$ cat src/shared/srh_consts.vh
// timing and geometry constants for the static memory host controller
`ifndef SRH_CONSTS_VH
`define SRH_CONSTS_VH

// ----------------------------------------------------------------
// geometry
// ----------------------------------------------------------------
`define SRH_ADDR_W 14
`define SRH_DEPTH 16384

// ----------------------------------------------------------------
// clock and timing, slowest grade, in ns
// ----------------------------------------------------------------
`define SRH_CLK_NS 100
`define SRH_ACCESS_NS 85
`define SRH_WRITE_STROBE_WIDTH_NS 45
`define SRH_ADDRESS_SETUP_TO_WRITE_END_NS 65
`define SRH_INPUT_SETUP_TO_WRITE_END_NS 35
`define SRH_CYCLE_PERIOD_NS 75
`define SRH_DESELECT_TO_FLOAT_NS 30

// least waits round up to whole cycles and never drop below this
`define SRH_MIN_CYC 1
// extra read cycles that cover the two-flop data synchroniser
`define SRH_SYNC_CYC 4'h2

`define SRH_CNT_W 4

`endif

$ cat src/rtl/srh_wait_timer.v
// down counter that measures a least wait in clock cycles
`timescale 1ns/1ns
`default_nettype none

module srh_wait_timer #(
    parameter W = 4
) (
    input wire clk,
    input wire srst,
    input wire load,
    input wire [W-1:0] count,
    output reg done
);

    reg [W-1:0] remain; // cycles still to wait

    // ------------------------------------------------------------
    // countdown; done is high once the loaded wait has elapsed
    // ------------------------------------------------------------
    always @(posedge clk) begin
        if (srst) begin
            remain <= {W{1'b0}};
            done <= 1'b1;
        end else if (load) begin
            remain <= count;
            done <= (count == {W{1'b0}});
        end else if (remain != {W{1'b0}}) begin
            remain <= remain - {{(W-1){1'b0}}, 1'b1};
            done <= (remain == {{(W-1){1'b0}}, 1'b1});
        end
    end

endmodule
`default_nettype wire

$ cat src/rtl/srh_sram_host.v
// host-side controller for a 16k x 1 asynchronous static memory
`timescale 1ns/1ns
`default_nettype none
`include "srh_consts.vh"

module srh_sram_host #(
    parameter ADDR_W = `SRH_ADDR_W
) (
    input wire clk,
    input wire srst,
    input wire req_valid,
    input wire req_write,
    input wire [ADDR_W-1:0] req_addr,
    input wire req_wdata,
    output reg req_ready,
    output reg rsp_valid,
    output reg rsp_rdata,
    output reg [ADDR_W-1:0] mem_addr,
    output reg mem_select_n,
    output reg mem_write_n,
    output reg mem_din,
    input wire mem_dout
);

    // ------------------------------------------------------------
    // least time in ns to whole clock cycles
    // ------------------------------------------------------------
    // rounding up keeps every wait at or above its least figure;
    // the cut to the counter width is deliberate, counts stay small
    function [`SRH_CNT_W-1:0] ns_to_cyc;
        input integer ns;
        integer whole;
        begin
            whole = (ns + `SRH_CLK_NS - 1) / `SRH_CLK_NS;
            if (whole < `SRH_MIN_CYC) begin
                whole = `SRH_MIN_CYC;
            end
            ns_to_cyc = whole[`SRH_CNT_W-1:0];
        end
    endfunction

    // ------------------------------------------------------------
    // derived cycle counts
    // ------------------------------------------------------------
    localparam [`SRH_CNT_W-1:0] ACCESS_CYC = ns_to_cyc(`SRH_ACCESS_NS);
    localparam [`SRH_CNT_W-1:0] STROBE_CYC = ns_to_cyc(`SRH_WRITE_STROBE_WIDTH_NS);
    localparam [`SRH_CNT_W-1:0] GAP_CYC = ns_to_cyc(`SRH_CYCLE_PERIOD_NS);
    localparam [`SRH_CNT_W-1:0] FLOAT_CYC = ns_to_cyc(`SRH_DESELECT_TO_FLOAT_NS);
    localparam [`SRH_CNT_W-1:0] SYNC_CYC = `SRH_SYNC_CYC; // synchroniser allowance

    // ------------------------------------------------------------
    // one-hot states
    // ------------------------------------------------------------
    localparam [4:0] ST_IDLE = 5'h01;  // bus parked, select high
    localparam [4:0] ST_RDACC = 5'h02; // read access running
    localparam [4:0] ST_WRSET = 5'h04; // address and data settle
    localparam [4:0] ST_WRPUL = 5'h08; // strobe low
    localparam [4:0] ST_GAP = 5'h10;   // recovery between cycles

    reg [4:0] state;
    reg [4:0] next_state;
    reg tmr_load;                // start a wait
    reg [`SRH_CNT_W-1:0] tmr_cnt; // length of that wait
    wire tmr_done;               // wait elapsed
    reg dout_s1;                 // first sync stage, feeds dout_s2 only
    reg dout_s2;                 // synchronised read data

    // ------------------------------------------------------------
    // read data comes from an asynchronous part: two flops first
    // ------------------------------------------------------------
    always @(posedge clk) begin
        if (srst) begin
            dout_s1 <= 1'b0;
            dout_s2 <= 1'b0;
        end else begin
            dout_s1 <= mem_dout;
            dout_s2 <= dout_s1;
        end
    end

    srh_wait_timer #(
        .W(`SRH_CNT_W)
    ) u_timer (
        .clk(clk),
        .srst(srst),
        .load(tmr_load),
        .count(tmr_cnt),
        .done(tmr_done)
    );

    // ------------------------------------------------------------
    // next-state logic
    // ------------------------------------------------------------
    always @* begin
        next_state = state;
        tmr_load = 1'b0;
        tmr_cnt = {`SRH_CNT_W{1'b0}};
        case (state)
            ST_IDLE: begin
                if (req_valid && req_ready) begin
                    tmr_load = 1'b1;
                    if (req_write) begin
                        // address and data lead the strobe by a full cycle
                        next_state = ST_WRSET;
                        tmr_cnt = {`SRH_CNT_W{1'b0}};
                    end else begin
                        next_state = ST_RDACC;
                        // two extra cycles cover the data synchroniser
                        tmr_cnt = ACCESS_CYC + SYNC_CYC;
                    end
                end
            end
            ST_RDACC: begin
                if (tmr_done) begin
                    next_state = ST_GAP;
                    tmr_load = 1'b1;
                    tmr_cnt = FLOAT_CYC;
                end
            end
            ST_WRSET: begin
                next_state = ST_WRPUL;
                tmr_load = 1'b1;
                tmr_cnt = STROBE_CYC;
            end
            ST_WRPUL: begin
                if (tmr_done) begin
                    next_state = ST_GAP;
                    tmr_load = 1'b1;
                    tmr_cnt = GAP_CYC;
                end
            end
            ST_GAP: begin
                if (tmr_done) begin
                    next_state = ST_IDLE;
                end
            end
            default: begin
                next_state = ST_IDLE;
            end
        endcase
    end

    // ------------------------------------------------------------
    // state register and pin drive, all outputs from flops
    // ------------------------------------------------------------
    always @(posedge clk) begin
        if (srst) begin
            state <= ST_IDLE;
            req_ready <= 1'b0;
            rsp_valid <= 1'b0;
            rsp_rdata <= 1'b0;
            mem_addr <= {ADDR_W{1'b0}};
            mem_select_n <= 1'b1;
            mem_write_n <= 1'b1;
            mem_din <= 1'b0;
        end else begin
            state <= next_state;
            rsp_valid <= 1'b0;
            req_ready <= (next_state == ST_IDLE);
            case (state)
                ST_IDLE: begin
                    if (req_valid && req_ready) begin
                        // controls are high here, so the address may move
                        mem_addr <= req_addr;
                        mem_din <= req_wdata;
                        // reads select at once; writes wait a cycle
                        mem_select_n <= req_write;
                    end
                end
                ST_RDACC: begin
                    if (tmr_done) begin
                        // data taken unchanged, no inversion
                        rsp_rdata <= dout_s2;
                        rsp_valid <= 1'b1;
                        mem_select_n <= 1'b1;
                    end
                end
                ST_WRSET: begin
                    // both low together opens the write
                    mem_select_n <= 1'b0;
                    mem_write_n <= 1'b0;
                end
                ST_WRPUL: begin
                    if (tmr_done) begin
                        // both rise on the same edge; address holds after
                        mem_write_n <= 1'b1;
                        mem_select_n <= 1'b1;
                        rsp_valid <= 1'b1;
                    end
                end
                ST_GAP: begin
                    mem_select_n <= 1'b1;
                    mem_write_n <= 1'b1;
                end
                default: begin
                    mem_select_n <= 1'b1;
                    mem_write_n <= 1'b1;
                end
            endcase
        end
    end

endmodule
`default_nettype wire

$ cat config.mk
export PLATFORM = sky130hd
export DESIGN_NAME = srh_sram_host
export DESIGN_NICKNAME = d
export VERILOG_FILES = /design/src/rtl/srh_wait_timer.v /design/src/rtl/srh_sram_host.v
export VERILOG_INCLUDE_DIRS = /design/src /design/src/shared
export SDC_FILE = /design/constraint.sdc
export NUM_CORES = 1
export LEC_CHECK = 0
export ABC_AREA = 1
export BUFFER_PORTS_ARGS = -buffer_cell sky130_fd_sc_hd__buf_4
export CAP_MARGIN = 20
export CELL_PAD_IN_SITES_DETAIL_PLACEMENT = 0
export CELL_PAD_IN_SITES_GLOBAL_PLACEMENT = 1
export CORE_MARGIN = 5
export CORE_UTILIZATION = 36
export DETAILED_ROUTE_END_ITERATION = 8
export MAX_ROUTING_LAYER = met4
export PLACE_DENSITY = 0.84
export SETUP_SLACK_MARGIN = 0.02
export SLEW_MARGIN = 20
export SYNTH_ARGS = -nofsm -noshare
export SYNTH_HDL_FRONTEND = slang
export SYNTH_SLANG_ARGS = --single-unit
$ cat constraint.sdc
create_clock -name clk -period 1.4 [get_ports clk]
set_input_delay 0.28 -clock clk [delete_from_list [all_inputs] [get_ports clk]]
set_output_delay 0.28 -clock clk [all_outputs]
set_load 0.1 [all_outputs]
==> key figures <==
Synthesis
  – Distinct cells, synth: 28
  – Net Count, Synth: 199
  – YS warnings: 0
  – Mapped cell area: 1419 um^2
  – Post-synthesis cell count: between 150 and 200
  – Sequential fraction of the synthesis area: 45.15%
  – Mean post-synth cell area: roughly 8 um^2
  – #FFs+latches synth: 32

Critical path
  – WS Path Type: register to register
  – CP endpoint kind: register
  – Reg-to-reg slack, setup: 70 ps
  – CP Data Arrival Time: 1500 ps
  – Worst-path fanout max: 5
  – Setup crit start kind: register
  – WP data required: approximately 1600 ps
  – Worst r2r dst: u_timer.remain[0]
  – R2R depth: 6
  – Worst r2r src: state[3]

Routing
  – Drt total wl: approximately 3.2 mm
  – DR vias/cell: 4.566
  – Routed Antenna Nets: 0
  – Drt wl/cell: roughly 12 um
  – First drt pass iteration count: 4
  – Vias post-DR: 1251
  – DRT iter0 DRCs: 60
  – DRC violations left: 0

Die
  – Core area: approximately 3700 um^2
  – Initial Utilization: approximately 38%
  – Chip width: 72.78 um
  – Ports: 40
  – Rows: 22
  – Die Footprint: 5297 um^2
  – DIE HEIGHT: 72.78 um

Placement
  – Post-Place Cells: 262
  – Routability congestion estimate: 0.7491
  – I/O Buffers: 39
  – Worst slack, placed: 1.657 ps
  – Final HPWL DP: 2.327 mm

STA
  – RSZ-0062 raised after global routing: yes
  – Post-Route Setup TNS: 0 ps
  – Slew of the pin with the lowest slew margin: between 200 and 300 ps
  – Final Hold Viols: 0
  – Final setup viols: 0
  – Final min period: 1334 ps
  – Final WS setup: 65.80 ps
  – Final Cycle Share: 95.30%
  – Clk_skew: 2.235 ps
  – Fmax: 749.5 MHz
  – Slew margin rel.: 82.68%
  – Max-slew violations: 0

Pwr
  – Peak supply drop: 0.8598 mV
  – Power Total: 3.357 mW
  – P per Cell Area: 1719 nW/um^2
  – Lkg Pwr: 0.9074 nW

Clock tree
  – Later-pin clock latency in the skew report: 270 ps
  – CTS tree: done
  – Reg clk slew, reported paths: 60 ps
  – Hold-fix buffers, CTS: 0
  – TritonCTS Buffers: 5
  – CTS H-tree depth: 2
  – Deepest clock path buffer count: 2
  – Clk sinks: 32
  – Clock root cell: clkbuf_8

Min path
  – Min-delay src: mem_dout
  – Hold path depth: 3
  – Hold Crit Endpoint: dout_s1
  – Worst Hold Class: input pin to register

Final layout
  – Most frequent cells in the layout: 47 x nor2_1, 45 x buf_4, 28 x dfxtp_1
  – Inserted Diodes: 0
  – Share of cells above drive strength 1: 34.96%
  – Final Non-Filler Cells: 274
  – Multi-input logic area: 706.9 um^2
  – Register area: between 600 and 700 um^2
  – Final #Nets: 248
  – # fillers: approximately 370
  – Area growth from synthesis to layout: 37.65%
  – Most common cell after layout, fill and taps aside: nor2_1

GRT
  – Largest net degree at the start of global routing: 23
  – Gr usage total: a little over an eighth
  – GRT Residual Overflow: 0
  – First-pass GRT wire length: 5.375 mm
  – Initial antenna violation count: 0
  – Vias in the first global route: 1199

Run
  – Max_cap viols: 0

Run status
  – Status: completed
[logic make-up after synthesis]
kind of cell / count (synthesis) / synth area share (%)
buffers and inverters: 23 / 7.054
AOI/OAI and AO/OA: 28 / 10.05
DFF: 32 / 45.15
and+or+nand+nor: 88 / 33.86
xor gates and xnor gates: 2 / 1.235
adders and majority gates: 3 / 2.646
[where the power goes]
part	internal [mW]	switching, mW
Sequential	1.06	0.0829
Combinational	0.497	1.02
Clock	0.400	0.306
[synth_stat cells, drive strengths merged]
cell type  instances  area, um^2
nand4              3       55.05
ha                 3       37.54
xnor2              2       17.52
clkbuf             3       12.51
or2                1       6.260
dfxtp             32       640.6
o211ai             1       7.510
o21ai             21       105.1
nor3               4       25.02
nor2              53       232.7
inv               18       67.56
nand3b             1       7.510
nand2             15       76.32
buf                2       20.01
nand3             11       77.58
a21oi              6       30.03
[metrics by stage]
stage	area, um^2	util [%]	hold WS [ps]
global placement	1793	47.89	389.9
CTS	1906	50.90	200.3
global route	1953	52.17	231.2
detailed placement	1793	47.89	397.3
finish	1953	52.17	204.5
floorplan	1439	-	387.0
[state kept, by name (all words and copies together) (netlist names)]
name and flops:
state 5, mem_addr 14, mem_select_n 1, rsp_valid 1
mem_write_n 1, mem_din 1, rsp_rdata 1, dout_s2 1
dout_s1 1, u_timer.remain 4, req_ready 1, u_timer.done 1
[worst max-delay path by stage]
stage / slack (ps) / cells past startpoint / startpoint / to
after floorplan: 50 / 6 / req_ready / mem_addr[0]
after CTS: 40 / 6 / state[1] / u_timer.remain[0]
final: 70 / 6 / state[3] / u_timer.remain[0]
after global routing: 2 / 9 / state[1] / u_timer.remain[1]
after detailed placement: 2 / 6 / state[2] / u_timer.remain[0]
after global placement: 9 / 7 / state[0] / u_timer.remain[1]
[critical path, cell delays in order, from the launching register on]
cell,delay [ps]
dfxtp_4,360
nor2_4,230
nand3_4,160
nor2_8,210
o211ai_1,100
nor2_1,110
nor2_1,50
[cell type report]
type | instances | area share, %
Timing Repair Buffer | 47 | 19.35
Multi-Input combinational cell | 121 | 36.19
Sequential cell | 32 | 33.31
Inverter | 18 | 3.459
Clock buffer | 8 | 4.612
Tap cell | 48 | 3.075
[repair_timing]
item | CTS | global route
pin swaps | 1 | 5
resized for setup | 1 | 11
endpoints found under the setup margin | 4 | 24
cloned | 0 | 0
setup buffers | 1 | 3
[per-layer routing]
layer  global-route usage, %  share of wire, %
met1                   15.35                43
met5                       -                 0
met3                   3.581               6.5
met4                   4.303               1.2
met2                   21.94                49
Note: power is estimated with default switching activity, not from simulation.
